`src/fac_cfg.svh`:
```
// fac_cfg.svh: offsets, field positions, reset values and masks of the
// fifo/aux configuration register group.
// assumes: included by its bare name, 8-bit register port.
//
// Behaviour
// - FIFO-bound accel samples are decimated by two to the power of bits 6:4.
// - Bit 7 of decimation register picks filtered (1, reset) or unfiltered data.
// - Watermark is 13 bits: low register bits 7:0, high register bits 4:0.
// - High watermark resets to 0x02, low to 0x00; level 512; bits 7:5 reserved.
// - Stop-on-full bit set: no new samples written while the FIFO is full.
// - Time-enable bit (reset set) appends a sensortime frame after the last frame.
// - Header-enable bit (reset set) stores a header with each frame.
// - Aux-enable bit stores three-axis auxiliary data; cleared stores none.
// - Accel-enable bit stores three-axis acceleration data; cleared stores none.
// - Bits 3 and 2 enable tagging frame headers with pin one and pin two state.
// - Aux target bits 7:1 hold the 7-bit bus address; reset 0x20; bit 0 reserved.
// - Burst code 0,1,2,3 means 1,2,6,8 bytes; reset code 3.
// - Aux port bit 7 set (reset) is manual setup mode, clear is data mode.
`ifndef FAC_CFG_SVH
`define FAC_CFG_SVH

`define FAC_NUM_REGS 7
// register offsets
`define FAC_OFS_DECIM 8'h45
`define FAC_OFS_WTM_LO 8'h46
`define FAC_OFS_WTM_HI 8'h47
`define FAC_OFS_FRAME_A 8'h48
`define FAC_OFS_FRAME_B 8'h49
`define FAC_OFS_AUX_TGT 8'h4b
`define FAC_OFS_AUX_PORT 8'h4c
// reset values
`define FAC_RST_DECIM 8'h80
`define FAC_RST_WTM_LO 8'h00
`define FAC_RST_WTM_HI 8'h02
`define FAC_RST_FRAME_A 8'h02
`define FAC_RST_FRAME_B 8'h10
`define FAC_RST_AUX_TGT 8'h20
`define FAC_RST_AUX_PORT 8'h83
// writable bits; everything else is reserved
`define FAC_MSK_DECIM 8'hf0
`define FAC_MSK_WTM_LO 8'hff
`define FAC_MSK_WTM_HI 8'h1f
`define FAC_MSK_FRAME_A 8'h03
`define FAC_MSK_FRAME_B 8'h7c
`define FAC_MSK_AUX_TGT 8'hfe
`define FAC_MSK_AUX_PORT 8'h83
// field positions
`define FAC_BIT_FILT 7
`define FAC_DOWNS_MSB 6
`define FAC_DOWNS_LSB 4
`define FAC_WTM_HI_MSB 4
`define FAC_BIT_STOP_FULL 0
`define FAC_BIT_TIME_EN 1
`define FAC_BIT_ACC_EN 6
`define FAC_BIT_AUX_EN 5
`define FAC_BIT_HDR_EN 4
`define FAC_BIT_TAG_ONE 3
`define FAC_BIT_TAG_TWO 2
`define FAC_AUX_ADDR_MSB 7
`define FAC_AUX_ADDR_LSB 1
`define FAC_BIT_MANUAL 7
`define FAC_BURST_MSB 1
// frame header layout: marker in 7:5, aux 3, acc 2, tag one 1, tag two 0
`define FAC_HDR_MARK 3'h4
// burst lengths in bytes
`define FAC_BURST_B1 4'h1
`define FAC_BURST_B2 4'h2
`define FAC_BURST_B6 4'h6
`define FAC_BURST_B8 4'h8

`endif

```
`src/fac_pkg.sv`:
```
// fac_pkg: types shared by the fifo/aux configuration modules.
// assumes: nothing beyond a SystemVerilog compiler.
`default_nettype none
package fac_pkg;
   typedef logic [7:0] fac_byte_t;
   typedef logic [47:0] fac_axes_t;
   typedef logic [12:0] fac_level_t;
   typedef logic [2:0] fac_idx_t;
   typedef enum logic [1:0] {
      fac_burst_one = 2'h0,
      fac_burst_two = 2'h1,
      fac_burst_six = 2'h2,
      fac_burst_eight = 2'h3
   } fac_burst_t;
endpackage
`default_nettype wire

```
`src/fac_cfg_if.sv`:
```
// fac_cfg_if: configuration fields from the register group to its helpers.
// assumes: one driver (the register group), read by decimator and admitter.
`timescale 1ns/1ps
`default_nettype none
interface fac_cfg_if;
   logic [2:0] downs;
   logic use_filtered;
   logic stop_on_full;
   modport src (output downs, output use_filtered, output stop_on_full);
   modport dec (input downs, input use_filtered);
   modport adm (input stop_on_full);
endinterface
`default_nettype wire

```
`src/fac_decimator.sv`:
```
// fac_decimator: source select and power-of-two decimation of accel samples.
// assumes: one sample per valid pulse, synchronous to ref_clk_in.
`timescale 1ns/1ps
`default_nettype none
module fac_decimator
   import fac_pkg::*;
(
   // clock and reset
   input wire logic ref_clk_in,
   input wire logic rst_in,
   // configuration
   fac_cfg_if.dec cfg,
   // samples in
   input wire logic acc_valid_in,
   input wire fac_axes_t acc_raw_in,
   input wire fac_axes_t acc_filt_in,
   // decimated samples out
   output logic dec_valid_out,
   output fac_axes_t dec_data_out
);
   logic [6:0] phase_r;
   logic [6:0] keep_mask;
   logic [2:0] downs_r;

   // only every 2**downs-th sample survives; zero phase is the one kept
   always_comb begin
      keep_mask = 7'((8'h01 << cfg.downs) - 8'h01);
   end

   // phase restarts when the factor changes so the new rate begins cleanly
   always_ff @(posedge ref_clk_in) begin
      if (rst_in) begin
         phase_r <= 7'h00;
         downs_r <= 3'h0;
      end else begin
         downs_r <= cfg.downs;
         if (downs_r != cfg.downs) begin
            phase_r <= 7'h00;
         end else if (acc_valid_in) begin
            phase_r <= (phase_r & keep_mask) == keep_mask ? 7'h00 : phase_r + 7'h01;
         end
      end
   end

   // registered output, filtered or raw path chosen per sample
   always_ff @(posedge ref_clk_in) begin
      if (rst_in) begin
         dec_valid_out <= 1'b0;
         dec_data_out <= '0;
      end else begin
         dec_valid_out <= acc_valid_in && (phase_r & keep_mask) == 7'h00 &&
                          downs_r == cfg.downs;
         if (acc_valid_in) begin
            dec_data_out <= cfg.use_filtered ? acc_filt_in : acc_raw_in;
         end
      end
   end
endmodule // fac_decimator
`default_nettype wire

```
`src/fac_fifo_admit.sv`:
```
// fac_fifo_admit: write policy of frames into a FIFO that may be full.
// assumes: fifo_full_in reflects the FIFO in the cycle of the request.
`timescale 1ns/1ps
`default_nettype none
module fac_fifo_admit
   import fac_pkg::*;
(
   // clock and reset
   input wire logic ref_clk_in,
   input wire logic rst_in,
   // configuration
   fac_cfg_if.adm cfg,
   // frame request and FIFO state
   input wire logic frame_req_in,
   input wire logic fifo_full_in,
   // FIFO write control
   output logic fifo_wr_out,
   output logic drop_oldest_out,
   output logic frame_lost_out
);
   // stop mode refuses the frame; ring mode evicts the oldest to fit it
   always_ff @(posedge ref_clk_in) begin
      if (rst_in) begin
         fifo_wr_out <= 1'b0;
         drop_oldest_out <= 1'b0;
         frame_lost_out <= 1'b0;
      end else begin
         fifo_wr_out <= frame_req_in && !(fifo_full_in && cfg.stop_on_full);
         drop_oldest_out <= frame_req_in && fifo_full_in && !cfg.stop_on_full;
         frame_lost_out <= frame_req_in && fifo_full_in && cfg.stop_on_full;
      end
   end
endmodule // fac_fifo_admit
`default_nettype wire

```
`src/fac_config_regs.sv`:
```
// fac_config_regs: fifo and auxiliary-port configuration register group,
// with the frame assembly that those registers steer.
// assumes: register port strobes are single-cycle and synchronous to
// ref_clk_in; the FIFO storage and aux bus engine sit outside.
`timescale 1ns/1ps
`default_nettype none
`include "fac_cfg.svh"
module fac_config_regs
   import fac_pkg::*;
(
   // clock and reset
   input wire logic ref_clk_in,
   input wire logic rst_in,
   // register port from the serial interface
   input wire logic reg_wr_in,
   input wire logic reg_rd_in,
   input wire fac_byte_t reg_addr_in,
   input wire fac_byte_t reg_wdata_in,
   output fac_byte_t reg_rdata_out,
   output logic reg_rvalid_out,
   // sensor sample inputs
   input wire logic acc_valid_in,
   input wire fac_axes_t acc_raw_in,
   input wire fac_axes_t acc_filt_in,
   input wire logic aux_valid_in,
   input wire fac_axes_t aux_data_in,
   input wire logic int_pin_one_in,
   input wire logic int_pin_two_in,
   // FIFO status and readout events
   input wire logic fifo_full_in,
   input wire fac_level_t fifo_level_in,
   input wire logic readout_last_in,
   // FIFO write side
   output logic fifo_wr_out,
   output logic fifo_drop_oldest_out,
   output logic fifo_frame_lost_out,
   output logic frame_has_header_out,
   output fac_byte_t frame_header_out,
   output logic frame_acc_present_out,
   output fac_axes_t frame_acc_out,
   output logic frame_aux_present_out,
   output fac_axes_t frame_aux_out,
   // FIFO level and readout
   output fac_level_t watermark_out,
   output logic watermark_hit_out,
   output logic sensortime_frame_out,
   // auxiliary port settings
   output logic [6:0] aux_target_addr_out,
   output logic [3:0] aux_burst_bytes_out,
   output logic aux_manual_mode_out
);
   fac_byte_t cfg_r [`FAC_NUM_REGS];
   logic wr_hit;
   logic rd_hit;
   fac_idx_t wr_idx;
   fac_idx_t rd_idx;
   logic dec_valid;
   fac_axes_t dec_data;
   logic frame_req_nxt;
   logic frame_req_r;
   logic acc_take;
   logic aux_take;
   logic hdr_mode;
   fac_axes_t aux_hold_r;
   fac_level_t watermark;

   fac_cfg_if cfg_bus();

   // address to register index; the hit flag covers the unmapped holes
   function automatic logic [3:0] fac_decode(input fac_byte_t addr);
      case (addr)
         `FAC_OFS_DECIM: fac_decode = {1'b1, 3'd0};
         `FAC_OFS_WTM_LO: fac_decode = {1'b1, 3'd1};
         `FAC_OFS_WTM_HI: fac_decode = {1'b1, 3'd2};
         `FAC_OFS_FRAME_A: fac_decode = {1'b1, 3'd3};
         `FAC_OFS_FRAME_B: fac_decode = {1'b1, 3'd4};
         `FAC_OFS_AUX_TGT: fac_decode = {1'b1, 3'd5};
         `FAC_OFS_AUX_PORT: fac_decode = {1'b1, 3'd6};
         default: fac_decode = 4'h0;
      endcase
   endfunction

   // reset value per register index
   function automatic fac_byte_t fac_reset_val(input int idx);
      case (idx)
         0: fac_reset_val = `FAC_RST_DECIM;
         1: fac_reset_val = `FAC_RST_WTM_LO;
         2: fac_reset_val = `FAC_RST_WTM_HI;
         3: fac_reset_val = `FAC_RST_FRAME_A;
         4: fac_reset_val = `FAC_RST_FRAME_B;
         5: fac_reset_val = `FAC_RST_AUX_TGT;
         default: fac_reset_val = `FAC_RST_AUX_PORT;
      endcase
   endfunction

   // writable bits per register index
   function automatic fac_byte_t fac_write_mask(input int idx);
      case (idx)
         0: fac_write_mask = `FAC_MSK_DECIM;
         1: fac_write_mask = `FAC_MSK_WTM_LO;
         2: fac_write_mask = `FAC_MSK_WTM_HI;
         3: fac_write_mask = `FAC_MSK_FRAME_A;
         4: fac_write_mask = `FAC_MSK_FRAME_B;
         5: fac_write_mask = `FAC_MSK_AUX_TGT;
         default: fac_write_mask = `FAC_MSK_AUX_PORT;
      endcase
   endfunction

   // burst code to byte count
   function automatic logic [3:0] fac_burst_bytes(input fac_burst_t code);
      case (code)
         fac_burst_one: fac_burst_bytes = `FAC_BURST_B1;
         fac_burst_two: fac_burst_bytes = `FAC_BURST_B2;
         fac_burst_six: fac_burst_bytes = `FAC_BURST_B6;
         fac_burst_eight: fac_burst_bytes = `FAC_BURST_B8;
         default: fac_burst_bytes = `FAC_BURST_B8;
      endcase
   endfunction

   // a tag bit is the pin level gated by its enable, same for both pins
   function automatic logic fac_tag(input logic pin, input logic enable);
      fac_tag = pin && enable;
   endfunction

   // decode of both strobes
   assign {wr_hit, wr_idx} = fac_decode(reg_addr_in);
   assign {rd_hit, rd_idx} = fac_decode(reg_addr_in);

   // one storage register per offset; reserved bits are masked at write
   // time so they can never hold anything but zero
   generate
      for (genvar gi = 0; gi < `FAC_NUM_REGS; gi++) begin : g_reg
         always_ff @(posedge ref_clk_in) begin
            if (rst_in) begin
               cfg_r[gi] <= fac_reset_val(gi);
            end else if (reg_wr_in && wr_hit && wr_idx == 3'(gi)) begin
               cfg_r[gi] <= reg_wdata_in & fac_write_mask(gi);
            end
         end
      end
   endgenerate

   // read data registered; unmapped offsets answer zero
   // rdata holds between reads so a slow master may sample it late
   always_ff @(posedge ref_clk_in) begin
      if (rst_in) begin
         reg_rdata_out <= 8'h00;
         reg_rvalid_out <= 1'b0;
      end else begin
         reg_rvalid_out <= reg_rd_in;
         if (reg_rd_in) begin
            reg_rdata_out <= rd_hit ? cfg_r[rd_idx] : 8'h00;
         end
      end
   end

   // configuration fields handed to the helpers
   assign cfg_bus.downs = cfg_r[0][`FAC_DOWNS_MSB:`FAC_DOWNS_LSB];
   assign cfg_bus.use_filtered = cfg_r[0][`FAC_BIT_FILT];
   assign cfg_bus.stop_on_full = cfg_r[3][`FAC_BIT_STOP_FULL];

   // watermark spans two registers; the low byte alone never moves the top
   assign watermark = {cfg_r[2][`FAC_WTM_HI_MSB:0], cfg_r[1]};

   // level compare registered to keep the FIFO counter off long paths
   always_ff @(posedge ref_clk_in) begin
      if (rst_in) begin
         watermark_out <= 13'h0000;
         watermark_hit_out <= 1'b0;
      end else begin
         watermark_out <= watermark;
         watermark_hit_out <= fifo_level_in >= watermark;
      end
   end

   // sensortime frame requested once the last data frame has been read
   always_ff @(posedge ref_clk_in) begin
      if (rst_in) begin
         sensortime_frame_out <= 1'b0;
      end else begin
         sensortime_frame_out <= readout_last_in && cfg_r[3][`FAC_BIT_TIME_EN];
      end
   end

   // auxiliary port settings from storage; address and mode bit direct, burst code decoded to a byte count
   always_ff @(posedge ref_clk_in) begin
      if (rst_in) begin
         aux_target_addr_out <= 7'h00;
         aux_burst_bytes_out <= 4'h0;
         aux_manual_mode_out <= 1'b0;
      end else begin
         aux_target_addr_out <= cfg_r[5][`FAC_AUX_ADDR_MSB:`FAC_AUX_ADDR_LSB];
         aux_burst_bytes_out <= fac_burst_bytes(fac_burst_t'(cfg_r[6][`FAC_BURST_MSB:0]));
         aux_manual_mode_out <= cfg_r[6][`FAC_BIT_MANUAL];
      end
   end

   // accel path: source select and decimation
   fac_decimator u_decimator (
      .ref_clk_in(ref_clk_in),
      .rst_in(rst_in),
      .cfg(cfg_bus.dec),
      .acc_valid_in(acc_valid_in),
      .acc_raw_in(acc_raw_in),
      .acc_filt_in(acc_filt_in),
      .dec_valid_out(dec_valid),
      .dec_data_out(dec_data)
   );

   // a disabled source contributes nothing, not even a trigger
   assign acc_take = dec_valid && cfg_r[4][`FAC_BIT_ACC_EN];
   assign aux_take = aux_valid_in && cfg_r[4][`FAC_BIT_AUX_EN];
   assign hdr_mode = cfg_r[4][`FAC_BIT_HDR_EN];

   // latest aux sample kept so headerless frames can carry it with accel;
   // a newer sample simply overwrites, nothing tracks how old it is
   always_ff @(posedge ref_clk_in) begin
      if (rst_in) begin
         aux_hold_r <= '0;
      end else if (aux_take) begin
         aux_hold_r <= aux_data_in;
      end
   end

   // header mode: each cycle with an arrival is one frame, shared when both sources arrive; headerless mode relies on
   // equal rates, so accel paces frames and aux only paces when alone
   always_comb begin
      if (hdr_mode) begin
         frame_req_nxt = acc_take || aux_take;
      end else if (cfg_r[4][`FAC_BIT_ACC_EN]) begin
         frame_req_nxt = acc_take;
      end else begin
         frame_req_nxt = aux_take;
      end
   end

   // frame request delayed one cycle so it reaches admission together
   // with the frame fields registered below
   always_ff @(posedge ref_clk_in) begin
      if (rst_in) begin
         frame_req_r <= 1'b0;
      end else begin
         frame_req_r <= frame_req_nxt;
      end
   end

   // header byte; headerless frames carry zero so no stale tag leaks out
   always_ff @(posedge ref_clk_in) begin
      if (rst_in) begin
         frame_has_header_out <= 1'b0;
         frame_header_out <= 8'h00;
      end else begin
         if (frame_req_nxt) begin
            frame_has_header_out <= hdr_mode;
            frame_header_out <= hdr_mode ? {`FAC_HDR_MARK, 1'b0, aux_take, acc_take,
               fac_tag(int_pin_one_in, cfg_r[4][`FAC_BIT_TAG_ONE]),
               fac_tag(int_pin_two_in, cfg_r[4][`FAC_BIT_TAG_TWO])} : 8'h00;
         end
      end
   end

   // accel payload; zero when the decimator offered nothing this frame
   always_ff @(posedge ref_clk_in) begin
      if (rst_in) begin
         frame_acc_present_out <= 1'b0;
         frame_acc_out <= '0;
      end else begin
         if (frame_req_nxt) begin
            frame_acc_present_out <= acc_take;
            frame_acc_out <= acc_take ? dec_data : 48'h0;
         end
      end
   end

   // aux payload; headerless frames reuse the held sample, which is only
   // current while software keeps both sources at one rate
   always_ff @(posedge ref_clk_in) begin
      if (rst_in) begin
         frame_aux_present_out <= 1'b0;
         frame_aux_out <= '0;
      end else begin
         if (frame_req_nxt) begin
            frame_aux_present_out <= hdr_mode ? aux_take :
                                     cfg_r[4][`FAC_BIT_AUX_EN];
            frame_aux_out <= aux_take ? aux_data_in :
                             (!hdr_mode && cfg_r[4][`FAC_BIT_AUX_EN]) ? aux_hold_r : 48'h0;
         end
      end
   end

   // FIFO admission: stop when full, or evict oldest
   fac_fifo_admit u_admit (
      .ref_clk_in(ref_clk_in),
      .rst_in(rst_in),
      .cfg(cfg_bus.adm),
      .frame_req_in(frame_req_r),
      .fifo_full_in(fifo_full_in),
      .fifo_wr_out(fifo_wr_out),
      .drop_oldest_out(fifo_drop_oldest_out),
      .frame_lost_out(fifo_frame_lost_out)
   );
endmodule // fac_config_regs
`default_nettype wire

```
`config.mk`:
```
export PLATFORM = sky130hd
export DESIGN_NAME = fac_config_regs
export DESIGN_NICKNAME = d
export VERILOG_FILES = /design/src/fac_pkg.sv /design/src/fac_cfg_if.sv /design/src/fac_decimator.sv /design/src/fac_fifo_admit.sv /design/src/fac_config_regs.sv
export VERILOG_INCLUDE_DIRS = /design/src
export SDC_FILE = /design/constraint.sdc
export NUM_CORES = 1
export LEC_CHECK = 0
export BUFFER_PORTS_ARGS = -buffer_cell sky130_fd_sc_hd__buf_2
export CAP_MARGIN = 25
export CORE_UTILIZATION = 26
export CTS_CLUSTER_SIZE = 10
export DETAILED_ROUTE_END_ITERATION = 8
export PLACE_DENSITY_LB_ADDON = 0.25
export RECOVER_POWER = 100
export SYNTH_ARGS = -nofsm -noshare
export SYNTH_HDL_FRONTEND = slang
export SYNTH_SLANG_ARGS = --single-unit
export TNS_END_PERCENT = 1
```
`constraint.sdc`:
```
create_clock -name ref_clk_in -period 6.7 [get_ports ref_clk_in]
set_input_delay 1.005 -clock ref_clk_in [delete_from_list [all_inputs] [get_ports ref_clk_in]]
set_output_delay 1.005 -clock ref_clk_in [all_outputs]
set_load 0.01 [all_outputs]
```
==> reports/qor.txt <==
maximum clock insertion buffer count: 3
area occupied by multi-input gates: 4830 um2
synthesized flop and latch total: 284
initial antenna violation count: 2
final worst slack: 2.18 ns
hold buffers post-CTS: 0
port buffer count: 325
critical path fanouts, max: 51
Chip Width: 211 um
final period utilization: 67.4%
Tightest Pin Transition: 3.36 ns
GRT Overall Usage: 15.5%
Peak supply drop: 155 uV
fin nets: 1,673
fin util: 33.3%
combinational power share: 9.4%
Via density: 4.71
pin count of the biggest net entering global routing: 91
Reg-to-Reg Start: cfg_r[4][5]$_SDFFCE_PN0P_
final-report max-slew violation count: 110
FMAX: 221 MHz
EDFF count, synth: 34
vias in the first global route: 9,317
Clock Power Share: 45.2%
DRT iter0 DRCs: 551
failing checks: max-capacitance violations, max-slew violations
# fillers: 4,543
Setup Skew: 0.0211 ns
global-route wire length before repair: 53,500 um
Crit Path Category: in -> reg
Seq pwr share: 45.4%
Hold Vio Cnt, Final: 0
CTS Buf Count: 37
Net Sw Frac: 25.1%
Pre-antenna DRT Iters: 5
setup TNS: 0 ns
Wirelength per Cell: 17.0 um
Pleak: 5.62 nW
fraction of registers with async set/reset: 0%
CP Launch Point: aux_valid_in
final setup violation count: 0
Area Overhead vs Synth: 26.5%
MaxCap Viol Count: 3
Cells after Synth: 1,187
layout cells sized above 1: 16.8%
Rel. slew slack: -124%
Hold Crit Class: reg -> reg
TritonCTS clock tree: done
Power Density: 284 nW/um2
Mapped Avg Cell Area: 9.56 um2
crit end category: flip-flop
Post-synth top flop: dfxtp_1
Fin Hold WS: 0.452 ns
area fraction of the dominant cell type after synthesis: 44.1%
DP Worst Slack: 2.93 ns
Worst EP arrival: 4.93 ns
most common cell in the synthesized netlist: dfxtp_1
Die H: 211 um
switching pwr: 1.02 mW
Register Area: 6030 um2
status: finished with violations
Clock Root Buffer: clkbuf_16
die area: 44,500 um2
worst-skew pair later-pin latency: 0.54 ns
# resized after CTS: 0
clk slew on worst S/H paths: 0.05 ns
CTS Sinks: 284
largest area contributor in the netlist: dfxtp_1
Final HPWL DP: 24,100 um
final worst path period need: 4.52 ns
sequential area share after synthesis: 53.1%
hold wc startpoint: aux_hold_r[6]$_SDFFE_PP0P_
Final GP Congestion: 0.820
synthesized area: 11,400 um2
Synth top cells by count: 250 x dfxtp_1, 130 x nor2_1, 125 x nand2_1
RSZ-0062 raised after global routing: no
internal power: 3.05 mW
Initial Util: 26.4%
total gr overflow: 0
final WL: 35,300 um
number of distinct library cells after synthesis: 64
YS warnings: 0
Core Region: 43,100 um2
via count: 9,809
Area contributors post-synth: dfxtp_1 44%, edfxtp_1 9.0%, a211oi_1 6.6%
H-Tree Depth: 2
Remaining DRCs: 0
num ports: 329
Post-CTS Setup Bufs: 0
Crit path required time: 7.11 ns
# rows: 76
ant diodes: 0
Detail Route Antenna Nets: 0
CP Launch Type: input port
-- worst paths after layout --
kind | to | slack [ns] | cells after the start
hold / removal | aux_hold_r[6]$_SDFFE_PP0P_ | 0.45 | 2
setup / recovery | frame_acc_out[6]$_SDFFE_PP0P_ | 2.18 | 8
setup reg to reg | frame_acc_out[6]$_SDFFE_PP0P_ | 2.23 | 7
hold reg to reg | aux_hold_r[6]$_SDFFE_PP0P_ | 0.45 | 2
-- layout by cell type (no fill, tap or decap), drive strengths merged, types with 11 or more instances in the layout --
| cell | instances |
|---|---|
| a211oi | 100 |
| a21oi | 117 |
| a22o | 50 |
| and2 | 27 |
| buf | 191 |
| clkbuf | 204 |
| dfxtp | 250 |
| edfxtp | 34 |
| ha | 18 |
| inv | 27 |
| mux2i | 51 |
| nand2 | 126 |
| nand2b | 12 |
| nor2 | 130 |
| nor2b | 21 |
| nor3 | 11 |
| o21ai | 18 |
-- worst max-delay path, cell delays in order --
cell      delay [ns]
buf_2           0.12
and2_2          0.14
clkbuf_1        1.78
nand2_1         0.35
nand2_2         0.60
nor2_1          0.22
buf_4           0.35
a22o_1          0.30
-- area by class of cell --
type,count,share of cell area [%]
flip-flops and latches,284,42.0
multi-input cells,786,33.6
repair buffers,337,10.9
clock buffers,58,7.50
well taps,585,5.10
inverters,26,0.680
clock inverters,5,0.244
-- state kept, by name, summed over array words and instances (netlist names), 3 cells and up --
register	flops
aux_burst_bytes_out	4
aux_hold_r	48
aux_target_addr_out	7
cfg_r	34
frame_acc_out	48
frame_aux_out	48
frame_header_out	4
reg_rdata_out	8
u_decimator.dec_data_out	48
u_decimator.downs_r	3
u_decimator.phase_r	7
watermark_out	13
-- logic make-up after synthesis --
| group | share of synthesized area (%) |
|---|---|
| compound gates | 20.5 |
| xor+xnor | 0.540 |
| fa+ha+maj | 1.98 |
| buf+inv | 4.29 |
| flops | 53.1 |
| mux | 4.50 |
| other cells | 0.0330 |
| simple gates | 15.1 |
-- stage by stage --
step / instances / area, um2 / power (mW)
after floorplan: 1189 / 11400 / 2.10
after global placement: 2016 / 13400 / 2.27
after detailed placement: 2018 / 13500 / 2.28
after CTS: 2081 / 14600 / 4.15
after global routing: 2081 / 14400 / 4.26
final: 2081 / 14400 / 4.07
-- metal layers --
metal	GRT usage (%)	wire length [um]	part of all wire, %	vias to the layer above
li1	-	-	-	4815
met1	19.9	15800	45	4629
met4	6.12	975	2.8	4
met5	0	27	0.076	-
met3	4.01	2290	6.5	62
met2	24.8	16200	46	299
-- power groups by stage --
stage               clock network [mW]  registers [mW]  logic [mW]
finish                            1.84            1.85       0.381
CTS                               1.91            1.85       0.396
global placement                     0            1.88       0.388
floorplan                            0            1.89       0.217
detailed placement                   0            1.89       0.394
global route                      1.98            1.86       0.426
Power figures use the tool's default switching activity.
